--- src/rtl/pldac_map.svh ---
// Purpose: offsets, field positions, reset values and counts of the dual
//          pulse-length dac
// Assumes: clk is the cpu clock, 100 MHz
// Notes:   macros only, included by bare name
// Overview of operation
// - two independent modulated outputs, each with its own 8-bit duty register
// - period is 4096 timer clocks when slow, 256 when fast
// - timer clock is 4 cpu clocks, or 64 with system slow speed set
// - duty zero keeps the output low the whole period
// - duty n gives n/256 high; 0xFF is high 255 of 256 slots
// - duty writes are buffered and taken only at the period end
// - speed bit one selects slow period, zero selects fast, per channel
// - speed bits act at once; software sets them before duty writes
// - both speeds keep 256 slots of 8-bit resolution
// - 256 fast or 16 slow periods fit each timer overflow interval
// - phase comes from the shared timer counter; its reset disturbs outputs
// - reset clears both duty registers, outputs go low
// - entering halt freezes each output at its present level
// - leaving halt resumes modulation with held register values
// - idle mode has no effect on the modulator
// - system slow speed is cleared by reset and on entering halt
// - channel a speed at bit 3, channel b speed at bit 2 of misc
`ifndef PLDAC_MAP_SVH
`define PLDAC_MAP_SVH
// ----------------------------------------
// register offsets
// ----------------------------------------
`define PLDAC_OFS_DUTY_A 8'h0A
`define PLDAC_OFS_DUTY_B 8'h0B
`define PLDAC_OFS_MISC 8'h0C
// ----------------------------------------
// misc register fields
// ----------------------------------------
`define PLDAC_BIT_SPEED_A 3
`define PLDAC_BIT_SPEED_B 2
`define PLDAC_BIT_SLOW 1
// ----------------------------------------
// reset values and counts
// ----------------------------------------
`define PLDAC_DUTY_RST 8'h00
`define PLDAC_PRESC_NORM 7'h04
`define PLDAC_PRESC_SLOW 7'h40
`define PLDAC_FAST_END 12'h0FF
`define PLDAC_SLOW_END 12'hFFF
`endif

--- src/rtl/pldac_pkg.sv ---
// Purpose: types shared by the pulse-length dac files
// Assumes: constants live in pldac_map.svh
// Notes:   state of each module is one packed struct
package pldac_pkg;
   typedef enum logic [0:0] {
      PLDAC_PWR_RUN = 1'b0,
      PLDAC_PWR_HALT = 1'b1
   } pldac_pwr_t;

   typedef struct packed {
      logic [7:0] addr;
      logic [7:0] wdata;
      logic wr;
      logic rd;
   } pldac_bus_t;

   typedef struct packed {
      logic [6:0] presc;
      logic [15:0] tcnt;
   } pldac_tb_st_t;

   typedef struct packed {
      logic [7:0] buffer;
      logic [7:0] active;
      logic out;
   } pldac_ch_st_t;

   typedef struct packed {
      pldac_pwr_t pwr;
      logic speed_a;
      logic speed_b;
      logic slow;
      logic [7:0] rdata;
   } pldac_top_st_t;
endpackage

--- src/rtl/pldac_timebase.sv ---
// Purpose: timer clock prescaler and shared free-running timer counter
// Assumes: halt stops the timer, idle does not reach here
// Notes:   tick is a one-cycle enable, the only slow rate
`timescale 1ns/1ps
`include "pldac_map.svh"
module pldac_timebase (
   input wire logic clk,
   input wire logic rstn,
   input wire logic slow,
   input wire logic halt,
   input wire logic tmr_rst,
   output logic tick,
   output logic [15:0] tcnt
);
   pldac_pkg::pldac_tb_st_t st, next_st;
   logic [6:0] limit;

   // ----------------------------------------
   // prescaler and counter
   // ----------------------------------------
   // limit follows slow at once so a mode change takes effect next tick
   always_comb begin
      limit = slow ? `PLDAC_PRESC_SLOW : `PLDAC_PRESC_NORM;
      tick = !halt && (st.presc == limit - 7'h01);
      next_st = st;
      if (tmr_rst) begin
         next_st = '0;
      end else if (!halt) begin
         next_st.presc = tick ? 7'h00 : st.presc + 7'h01;
         if (tick) begin
            next_st.tcnt = st.tcnt + 16'h0001; // 16-bit wrap holds whole periods
         end
         if (st.presc >= limit) begin
            next_st.presc = 7'h00; // leftover from a slow to fast switch
         end
      end
   end

   always_ff @(posedge clk) begin
      if (!rstn) begin
         st <= '0;
      end else begin
         st <= next_st;
      end
   end
   assign tcnt = st.tcnt;
endmodule

--- src/rtl/pldac_channel.sv ---
// Purpose: one modulator channel with double-buffered duty value
// Assumes: tcnt and tick come from the shared timebase
// Notes:   output is registered, one clock behind the slot
`timescale 1ns/1ps
`include "pldac_map.svh"
module pldac_channel #(
   parameter int DUTY_W = 8
) (
   input wire logic clk,
   input wire logic rstn,
   input wire logic tick,
   input wire logic [15:0] tcnt,
   input wire logic speed_slow,
   input wire logic halt,
   input wire logic wr,
   input wire logic [DUTY_W-1:0] wdata,
   output logic [DUTY_W-1:0] duty,
   output logic pwm_out
);
   pldac_pkg::pldac_ch_st_t st, next_st;
   logic [7:0] slot;
   logic period_end;

   // ----------------------------------------
   // slot and period end
   // ----------------------------------------
   // slow mode uses upper bits so both speeds keep 256 slots
   always_comb begin
      slot = speed_slow ? tcnt[11:4] : tcnt[7:0];
      period_end = tick && (speed_slow ? (tcnt[11:0] == `PLDAC_SLOW_END)
                                       : (tcnt[11:0] & `PLDAC_FAST_END) == `PLDAC_FAST_END);
      next_st = st;
      if (wr) begin
         next_st.buffer = wdata;
      end
      if (period_end) begin
         next_st.active = wr ? wdata : st.buffer;
      end
      if (!halt) begin // halt holds the last level
         next_st.out = slot < st.active;
      end
   end

   always_ff @(posedge clk) begin
      if (!rstn) begin
         st <= '0;
      end else begin
         st <= next_st;
      end
   end
   assign duty = st.buffer;
   assign pwm_out = st.out;
endmodule

--- src/rtl/pldac_top.sv ---
// Purpose: dual pulse-length dac, register port and low-power handling
// Assumes: clk is the cpu clock; halt and idle are levels from the core
// Notes:   misc bits other than speed and slow read as zero here
//
// Implementation choice: the address-and-strobe port.
`timescale 1ns/1ps
`include "pldac_map.svh"
module pldac_top (
   input wire logic clk,
   input wire logic rstn,
   input wire logic [7:0] addr,
   input wire logic [7:0] wdata,
   input wire logic wr,
   input wire logic rd,
   output logic [7:0] rdata,
   input wire logic halt,
   input wire logic idle,
   input wire logic tmr_rst,
   output logic [15:0] timer_count,
   output logic system_slow_speed,
   output logic modulator_channel_a,
   output logic modulator_channel_b
);
   pldac_pkg::pldac_top_st_t st, next_st;
   pldac_pkg::pldac_bus_t bus;
   logic tick;
   logic [15:0] tcnt;
   logic wr_a, wr_b, wr_misc;
   logic [7:0] duty_a, duty_b;
   logic halt_entry;
   logic idle_unused;

   // ----------------------------------------
   // bus decode
   // ----------------------------------------
   assign bus = '{addr: addr, wdata: wdata, wr: wr, rd: rd};
   assign wr_a = bus.wr && bus.addr == `PLDAC_OFS_DUTY_A;
   assign wr_b = bus.wr && bus.addr == `PLDAC_OFS_DUTY_B;
   assign wr_misc = bus.wr && bus.addr == `PLDAC_OFS_MISC;
   // idle is accepted and deliberately ignored
   assign idle_unused = idle;
   assign halt_entry = halt && st.pwr == pldac_pkg::PLDAC_PWR_RUN;

   // ----------------------------------------
   // control state
   // ----------------------------------------
   // speed bits are not buffered, so they bite mid period
   always_comb begin
      next_st = st;
      next_st.pwr = halt ? pldac_pkg::PLDAC_PWR_HALT : pldac_pkg::PLDAC_PWR_RUN;
      if (wr_misc) begin
         next_st.speed_a = bus.wdata[`PLDAC_BIT_SPEED_A];
         next_st.speed_b = bus.wdata[`PLDAC_BIT_SPEED_B];
         next_st.slow = bus.wdata[`PLDAC_BIT_SLOW];
      end
      if (halt_entry) begin
         next_st.slow = 1'b0; // halt wins over a same-cycle write
      end
      next_st.rdata = 8'h00;
      if (bus.rd) begin
         case (bus.addr)
            `PLDAC_OFS_DUTY_A: next_st.rdata = duty_a;
            `PLDAC_OFS_DUTY_B: next_st.rdata = duty_b;
            `PLDAC_OFS_MISC: begin
               next_st.rdata[`PLDAC_BIT_SPEED_A] = st.speed_a;
               next_st.rdata[`PLDAC_BIT_SPEED_B] = st.speed_b;
               next_st.rdata[`PLDAC_BIT_SLOW] = st.slow;
            end
            default: next_st.rdata = 8'h00;
         endcase
      end
   end

   always_ff @(posedge clk) begin
      if (!rstn) begin
         st <= '0; // slow speed cleared by reset
      end else begin
         st <= next_st;
      end
   end

   assign rdata = st.rdata;
   assign system_slow_speed = st.slow;
   assign timer_count = tcnt;

   // ----------------------------------------
   // shared timebase and channels
   // ----------------------------------------
   // halt stops the timer, so outputs freeze and resume in phase
   pldac_timebase u_tb (
      .clk(clk),
      .rstn(rstn),
      .slow(st.slow),
      .halt(halt),
      .tmr_rst(tmr_rst),
      .tick(tick),
      .tcnt(tcnt)
   );

   pldac_channel #(.DUTY_W(8)) u_ch_a (
      .clk(clk),
      .rstn(rstn),
      .tick(tick),
      .tcnt(tcnt),
      .speed_slow(st.speed_a),
      .halt(halt),
      .wr(wr_a),
      .wdata(bus.wdata),
      .duty(duty_a),
      .pwm_out(modulator_channel_a)
   );

   pldac_channel #(.DUTY_W(8)) u_ch_b (
      .clk(clk),
      .rstn(rstn),
      .tick(tick),
      .tcnt(tcnt),
      .speed_slow(st.speed_b),
      .halt(halt),
      .wr(wr_b),
      .wdata(bus.wdata),
      .duty(duty_b),
      .pwm_out(modulator_channel_b)
   );
endmodule

--- config.mk ---
export PLATFORM = sky130hd
export DESIGN_NAME = pldac_top
export DESIGN_NICKNAME = d
export VERILOG_FILES = /design/src/rtl/pldac_pkg.sv /design/src/rtl/pldac_timebase.sv /design/src/rtl/pldac_channel.sv /design/src/rtl/pldac_top.sv
export VERILOG_INCLUDE_DIRS = /design/src /design/src/rtl
export SDC_FILE = /design/constraint.sdc
export NUM_CORES = 1
export LEC_CHECK = 0
export BUFFER_PORTS_ARGS = -buffer_cell sky130_fd_sc_hd__buf_2
export CORE_ASPECT_RATIO = 1.4
export CORE_UTILIZATION = 40
export DETAILED_ROUTE_END_ITERATION = 7
export GPL_TIMING_DRIVEN = 1
export PLACE_DENSITY_LB_ADDON = 0.08
export SLEW_MARGIN = 10
export SYNTH_ARGS = -nofsm -noshare
export SYNTH_HDL_FRONTEND = slang
export SYNTH_SLANG_ARGS = --single-unit
--- constraint.sdc ---
create_clock -name clk -period 4.9 [get_ports clk]
set_input_delay 0.49 -clock clk [delete_from_list [all_inputs] [get_ports clk]]
set_output_delay 0.49 -clock clk [all_outputs]
set_load 0.01 [all_outputs]
==> impl_metrics.sql, run 1 <==
INSERT INTO impl_metrics (metric_group, metric, value, unit) VALUES
('outcome', 'status', 'finished, final reports clean', ''),
('placed_design', 'place.detailed.hpwl', '6.54', 'mm'),
('clock_tree', 'tritoncts_clock_tree', 'done', ''),
('worst_setup_path', 'worstPathArrival', '3.01', 'ns'),
('worst_setup_path', 'start_kind', 'register', ''),
('worst_setup_path', 'crit_fanout', '10', ''),
('clock_tree', 'htree_levels', '3', ''),
('power', 'p_seq_share', '46.5', '%'),
('clock_tree', 'post_cts_hold_buffer_count', '0', ''),
('grt', 'overflow', '0', ''),
('yosys', 'synthDominantCellAreaShare', '37.4', '%'),
('finish', 'flow.area_growth_from_synthesis', '10.7', '%'),
('yosys', 'synth_ff_type', 'sky130_fd_sc_hd__dfxtp_1', ''),
('power', 'powerDensity', '297', 'nW/um2'),
('die', 'chipWidth', '83.2', 'um'),
('yosys', 'synth.lib_cells_used.distinct', '48', ''),
('clock_tree', 'tritoncts_num_sinks', '69', ''),
('placed_design', 'place_inst', '518', ''),
('route', 'drc', '0', ''),
('sta', 'rsz0062_at_grt', 'false', ''),
('route', 'initialDrtViolationCount', '61', ''),
('power', 'ir_worst_vdd', '210', 'uV'),
('grt', 'first_pass_grt_wire_length', '13.8', 'mm'),
('route', 'via_count', '2983', ''),
('sta', 'setup_viol_count_final', '0', ''),
('finish', 'number_of_inserted_diodes', '0', ''),
('die', 'floorplan.io_pins', '50', ''),
('flow_run', 'maxCapViolCount', '0', ''),
('sta', 'maxClockFrequency', '0.353', 'GHz'),
('die', 'die_y', '116', 'um'),
('power', 'comb_power_share', '3.0', '%'),
('finish', 'layout.core_utilization', '45.5', '%'),
('yosys', 'synth_top_cell_by_area', 'sky130_fd_sc_hd__dfxtp_1', ''),
('yosys', 'yosysSeqAreaShare', '37.4', '%'),
('grt', 'pin_count_of_the_biggest_net_entering_global_routing', '36', ''),
('sta', 'fin_tns_setup', '0', 'ns'),
('die', 'initial_utilization', '41.1', '%'),
('placed_design', 'place_congestion', '0.816', ''),
('clock_tree', 'cts_setup_buffers', '0', ''),
('power', 'clockPowerShare', '50.6', '%'),
('yosys', 'synth_fp_nets', '447', ''),
('sta', 'timing.max_slew.rel_slack', '45.1', '%'),
('sta', 'finClkSkew', '0.00489', 'ns'),
('worst_setup_path', 'crit_type', 'register to register', ''),
('yosys', 'largest_cells_by_area_after_synthesis', 'sky130_fd_sc_hd__dfxtp_1, sky130_fd_sc_hd__mux2i_1, sky130_fd_sc_hd__ha_1', ''),
('min_path', 'path_class_of_the_lowest_slack_min_delay_path', 'input pin to register', ''),
('grt', 'initial_antenna_violation_count', '0', ''),
('route', 'drt-pass1-iter-count', '4', ''),
('finish', 'final_common_cell', 'sky130_fd_sc_hd__dfxtp_1', ''),
('power', 'power.switching_fraction', '22.1', '%'),
('yosys', 'number_of_warning_messages_in_the_yosys_log', '0', ''),
('grt', 'vias_in_the_first_global_route', '2753', ''),
('yosys', 'mappedNetlistArea', '3690', 'um2'),
('clock_tree', 'cts_root_buf', 'sky130_fd_sc_hd__clkbuf_16', ''),
('yosys', 'syn_inst', '405', ''),
('placed_design', 'place.port_buffers', '48', ''),
('die', 'die_area', '9630', 'um2'),
('die', 'core_area', '8980', 'um2'),
('route', 'drt-wirelength-per-cell', '16.4', 'um'),
('power', 'p_int', '0.944', 'mW'),
('sta', 'finalCriticalPeriod', '2.83', 'ns'),
('clock_tree', 'max-clock-path-buffers', '2', ''),
('finish', 'final-instance-count-excl-fill', '534', ''),
('route', 'postRouteAntennaNets', '0', ''),
('worst_setup_path', 'critical_path_required', '5.08', 'ns'),
('clock_tree', 'clock_latency', '0.33', 'ns'),
('finish', 'layout_common_cells', 'sky130_fd_sc_hd__dfxtp_1, sky130_fd_sc_hd__buf_2, sky130_fd_sc_hd__nor2_1', ''),
('clock_tree', 'clk_transition_reported_paths', '0.06', 'ns'),
('route', 'routed_wirelength', '8.78', 'mm'),
('power', 'leakage', '1.63', 'nW'),
('power', 'net-switching-power', '0.268', 'mW');
[registers in the layout, summed over array words and instances (netlist names)]
name,flops
rdata,8
st,3
system_slow_speed,1
u_ch_a.duty,8
u_ch_a.pwm_out,1
u_ch_a.st,8
u_ch_b.duty,8
u_ch_b.pwm_out,1
u_ch_b.st,8
u_tb.st,7
u_tb.tcnt,16
[routing by layer]
layer / global-route usage, % / wire length (um) / vias up
met1: 21.6 / 3830 / 1430
met2: 32.9 / 4450 / 47
met4: 11.0 / 274 / 0
met3: 2.85 / 224 / 15
met5: 0 / 0 / -
li1: - / - / 1491
[critical path, cell delays in order, from the launching register on]
cell and delay [ns]:
sky130_fd_sc_hd__dfxtp_1 0.47, sky130_fd_sc_hd__inv_1 0.14, sky130_fd_sc_hd__ha_1 0.35, sky130_fd_sc_hd__nor4b_1 0.42
sky130_fd_sc_hd__nand3_1 0.39, sky130_fd_sc_hd__a211oi_2 0.75, sky130_fd_sc_hd__a211oi_1 0.16
[power groups by stage]
| stage | clock network, mW | registers [mW] | logic [mW] |
|---|---|---|---|
| after global placement | 0 | 0.576 | 0.0358 |
| after floorplan | 0 | 0.575 | 0.0197 |
| after global routing | 0.649 | 0.563 | 0.0388 |
| after CTS | 0.627 | 0.563 | 0.0363 |
| after detailed placement | 0 | 0.576 | 0.0358 |
| final | 0.613 | 0.563 | 0.0360 |
[per-stage QoR]
step	total power, mW	area, um2	worst slack (ns)
3_5_place_dp	0.611	3800	2.08
3_3_place_gp	0.611	3800	2.09
6_report	1.21	4090	2.07
2_1_floorplan	0.595	3690	2.38
4_1_cts	1.23	4090	2.07
5_1_grt	1.25	4090	1.86
[final cells by class]
type                            instances  area, um2  area share, %
Multi-Input combinational cell        272       1960           47.9
Clock buffer                           11        253           6.18
Tap cell                              107        134           3.28
Timing Repair Buffer                   49        248           6.06
Sequential cell                        69       1380           33.8
Inverter                               21       78.8           1.93
Clock inverter                          5       35.0          0.857
[worst paths after layout]
kind	startpoint	end	slack (ns)	cells past startpoint
min	wdata[5]	u_ch_a.duty[5]	0.43	3
max	system_slow_speed	u_ch_b.st[4]	2.07	6
min reg2reg	u_tb.tcnt[15]	u_tb.tcnt[15]	0.48	2
max reg2reg	system_slow_speed	u_ch_b.st[4]	2.07	6
[cell families after synthesis]
| logic type | share of synthesized area, % |
|---|---|
| multiplexers | 11.1 |
| XOR/XNOR | 1.90 |
| adder cells (fa/ha/maj) | 6.44 |
| flip-flops | 37.4 |
| AND/OR/NAND/NOR | 16.2 |
| buffers and inverters | 9.59 |
| AO/OA/AOI/OAI | 17.4 |
[synthesized netlist by cell type, types with 8 or more instances]
cell type                   n
sky130_fd_sc_hd__dfxtp_1   69
sky130_fd_sc_hd__nor2_1    35
sky130_fd_sc_hd__a21oi_1   34
sky130_fd_sc_hd__buf_4     24
sky130_fd_sc_hd__mux2i_1   24
sky130_fd_sc_hd__nand2_1   21
sky130_fd_sc_hd__a211oi_1  20
sky130_fd_sc_hd__inv_1     20
sky130_fd_sc_hd__ha_1      19
sky130_fd_sc_hd__mux2_2    15
sky130_fd_sc_hd__clkbuf_1  13
sky130_fd_sc_hd__nand3_1   11
sky130_fd_sc_hd__or4_1      9
sky130_fd_sc_hd__nor2b_1    8
sky130_fd_sc_hd__o21ai_0    8
Power figures use the tool's default switching activity.
==> inputs of run 2 (changes only) <==
Clock period 4.9 ns to 2.5 ns, I/O delays scaled along.
==> run 2 against run 1 <==
Die area unchanged. Cell area increased by 2.7%. Largest power group unchanged. First-iteration DRC count grew 6.6%. Register-to-register slack got worse by 1.9 ns.
==> impl_metrics.sql, run 2 (synthesis gave the netlist of run 1 again) <==
INSERT INTO impl_metrics (metric_group, metric, value, unit) VALUES
('route', 'drc', '0', ''),
('sta', 'finClkSkew', '0.00395', 'ns'),
('finish', 'drive_above_1_share', '23.0', '%'),
('die', 'die_y', '116', 'um'),
('die', 'initial_utilization', '41.1', '%'),
('worst_setup_path', 'crit_fanout', '8', ''),
('die', 'core_area', '8980', 'um2'),
('die', 'floorplan.io_pins', '50', ''),
('sta', 'final_max_slew_viol_count', '0', ''),
('clock_tree', 'tritoncts.num_buffers', '9', ''),
('clock_tree', 'tritoncts_num_sinks', '69', ''),
('route', 'detail_route.vias_per_cell', '5.31', ''),
('power', 'leakage', '1.72', 'nW'),
('worst_setup_path', 'reg2reg_slack', '0.16', 'ns'),
('route', 'drt-wirelength-per-cell', '16.2', 'um'),
('clock_tree', 'cts_setup_buffers', '0', ''),
('route', 'via_count', '2923', ''),
('clock_tree', 'clock_latency', '0.33', 'ns'),
('flow_run', 'maxCapViolCount', '0', ''),
('grt', 'vias_in_the_first_global_route', '2858', ''),
('route', 'drt-pass1-iter-count', '4', ''),
('min_path', 'min_to', 'st[10]', ''),
('sta', 'tightestPinTransition', '0.754', 'ns'),
('worst_setup_path', 'worstReg2RegEnd', 'u_tb.tcnt[15]', ''),
('outcome', 'status', 'finished, final reports clean', ''),
('grt', 'grt_use_total', '19.3', '%'),
('worst_setup_path', 'critical_path.endpoint_type', 'register', ''),
('finish', 'layout_common_cells', 'sky130_fd_sc_hd__dfxtp_1, sky130_fd_sc_hd__buf_2, sky130_fd_sc_hd__nor2_1', ''),
('grt', 'first_pass_grt_wire_length', '14.4', 'mm'),
('clock_tree', 'max-clock-path-buffers', '2', ''),
('min_path', 'worst_min_delay_path_startpoint', 'wdata[3]', ''),
('clock_tree', 'cts_root_buf', 'sky130_fd_sc_hd__clkbuf_16', ''),
('sta', 'setup_viol_count_final', '0', ''),
('power', 'ir_worst_vdd', '460', 'uV'),
('clock_tree', 'tritoncts_clock_tree', 'done', ''),
('grt', 'pin_count_of_the_biggest_net_entering_global_routing', '36', ''),
('finish', 'final_common_cell', 'sky130_fd_sc_hd__dfxtp_1', ''),
('route', 'postRouteAntennaNets', '0', ''),
('grt', 'overflow', '0', ''),
('sta', 'rsz0062_at_grt', 'false', ''),
('die', 'chipWidth', '83.2', 'um'),
('min_path', 'hold_depth', '3', ''),
('die', 'die_area', '9630', 'um2'),
('worst_setup_path', 'crit-reg2reg-launch', 'u_tb.st[18]', ''),
('route', 'routed_wirelength', '8.90', 'mm'),
('die', 'rows', '41', ''),
('worst_setup_path', 'critical_path_required', '2.76', 'ns'),
('power', 'powerDensity', '553', 'nW/um2'),
('finish', 'number_of_inserted_diodes', '0', ''),
('worst_setup_path', 'crit_type', 'register to register', ''),
('finish', 'finalNetCount', '481', ''),
('worst_setup_path', 'start_kind', 'register', ''),
('sta', 'maxClockFrequency', '0.428', 'GHz'),
('finish', 'layout.core_utilization', '46.8', '%'),
('finish', 'flow.area_growth_from_synthesis', '13.7', '%'),
('route', 'initialDrtViolationCount', '65', ''),
('min_path', 'path_class_of_the_lowest_slack_min_delay_path', 'input pin to register', ''),
('sta', 'finalCriticalPeriod', '2.34', 'ns'),
('sta', 'timing.max_slew.rel_slack', '49.5', '%'),
('clock_tree', 'htree_levels', '3', ''),
('grt', 'initial_antenna_violation_count', '0', ''),
('sta', 'final-hold-violation-count', '0', ''),
('finish', 'nFillCells', '911', ''),
('clock_tree', 'post_cts_hold_buffer_count', '0', ''),
('finish', 'largest_register_ffs', '16', ''),
('clock_tree', 'clk_transition_reported_paths', '0.06', 'ns'),
('sta', 'period_utilization_post_route', '93.4', '%'),
('sta', 'fin_tns_setup', '0', 'ns'),
('placed_design', 'place_congestion', '0.812', ''),
('worst_setup_path', 'worstPathArrival', '2.60', 'ns'),
('worst_setup_path', 'worst-r2r-cell-count', '6', ''),
('placed_design', 'place.port_buffers', '48', ''),
('placed_design', 'place.detailed.hpwl', '6.61', 'mm');
run 2: final cells by class:
class,count,area [um2],area share [%]
Clock buffer,13,250,5.96
Clock inverter,2,10.0,0.238
Inverter,21,78.8,1.88
Multi-Input combinational cell,272,1970,46.9
Sequential cell,69,1380,32.9
Tap cell,107,134,3.19
Timing Repair Buffer,66,375,8.94
run 2: report_power, final:
group	switching (mW)	internal [mW]
Combinational	0.0443	0.0276
Sequential	0.00182	1.10
Clock	0.454	0.690
run 2: worst max-delay path by stage:
stage               endpoint              start  cells after the start
2_1_floorplan  u_tb.tcnt[15]  system_slow_speed                      8
4_1_cts        u_tb.tcnt[15]        u_tb.st[18]                      6
3_5_place_dp   u_tb.tcnt[15]        u_tb.st[18]                      6
6_report       u_tb.tcnt[15]        u_tb.st[18]                      6
5_1_grt         u_tb.tcnt[5]        u_tb.st[18]                      7
3_3_place_gp   u_tb.tcnt[13]        u_tb.st[18]                      6
run 2: per-layer routing:
| metal | wire length (um) | global-route usage [%] | up-vias |
|---|---|---|---|
| li1 | - | - | 1521 |
| met1 | 4010 | 22.2 | 1362 |
| met2 | 4610 | 35.8 | 32 |
| met3 | 152 | 2.71 | 8 |
| met4 | 119 | 8.39 | 0 |
| met5 | 0 | 0 | - |
run 2: worst max-delay path: stages (launching register included):
cell,delay (ns)
sky130_fd_sc_hd__dfxtp_1,0.40
sky130_fd_sc_hd__inv_1,0.09
sky130_fd_sc_hd__ha_1,0.31
sky130_fd_sc_hd__or4b_4,0.51
sky130_fd_sc_hd__a211o_4,0.36
sky130_fd_sc_hd__or4_1,0.47
sky130_fd_sc_hd__a21oi_1,0.14
run 2: through the flow:
stage / setup slack (ns) / hold slack [ns] / cell area (um2) / instances / power, mW
global route: 0.0312 / 0.217 / 4200 / 550 / 2.39
detailed placement: 0.138 / 0.476 / 3930 / 535 / 1.20
CTS: 0.126 / 0.196 / 4190 / 550 / 2.34
finish: 0.164 / 0.202 / 4200 / 550 / 2.32
global placement: 0.157 / 0.461 / 3930 / 535 / 1.20
floorplan: 0.0571 / 0.386 / 3690 / 405 / 1.17
run 2: what timing repair did:
action / CTS / global route
hold endpoints to repair: 0 / 0
endpoints found under the setup margin: 0 / 3
resized for setup: 0 / 2
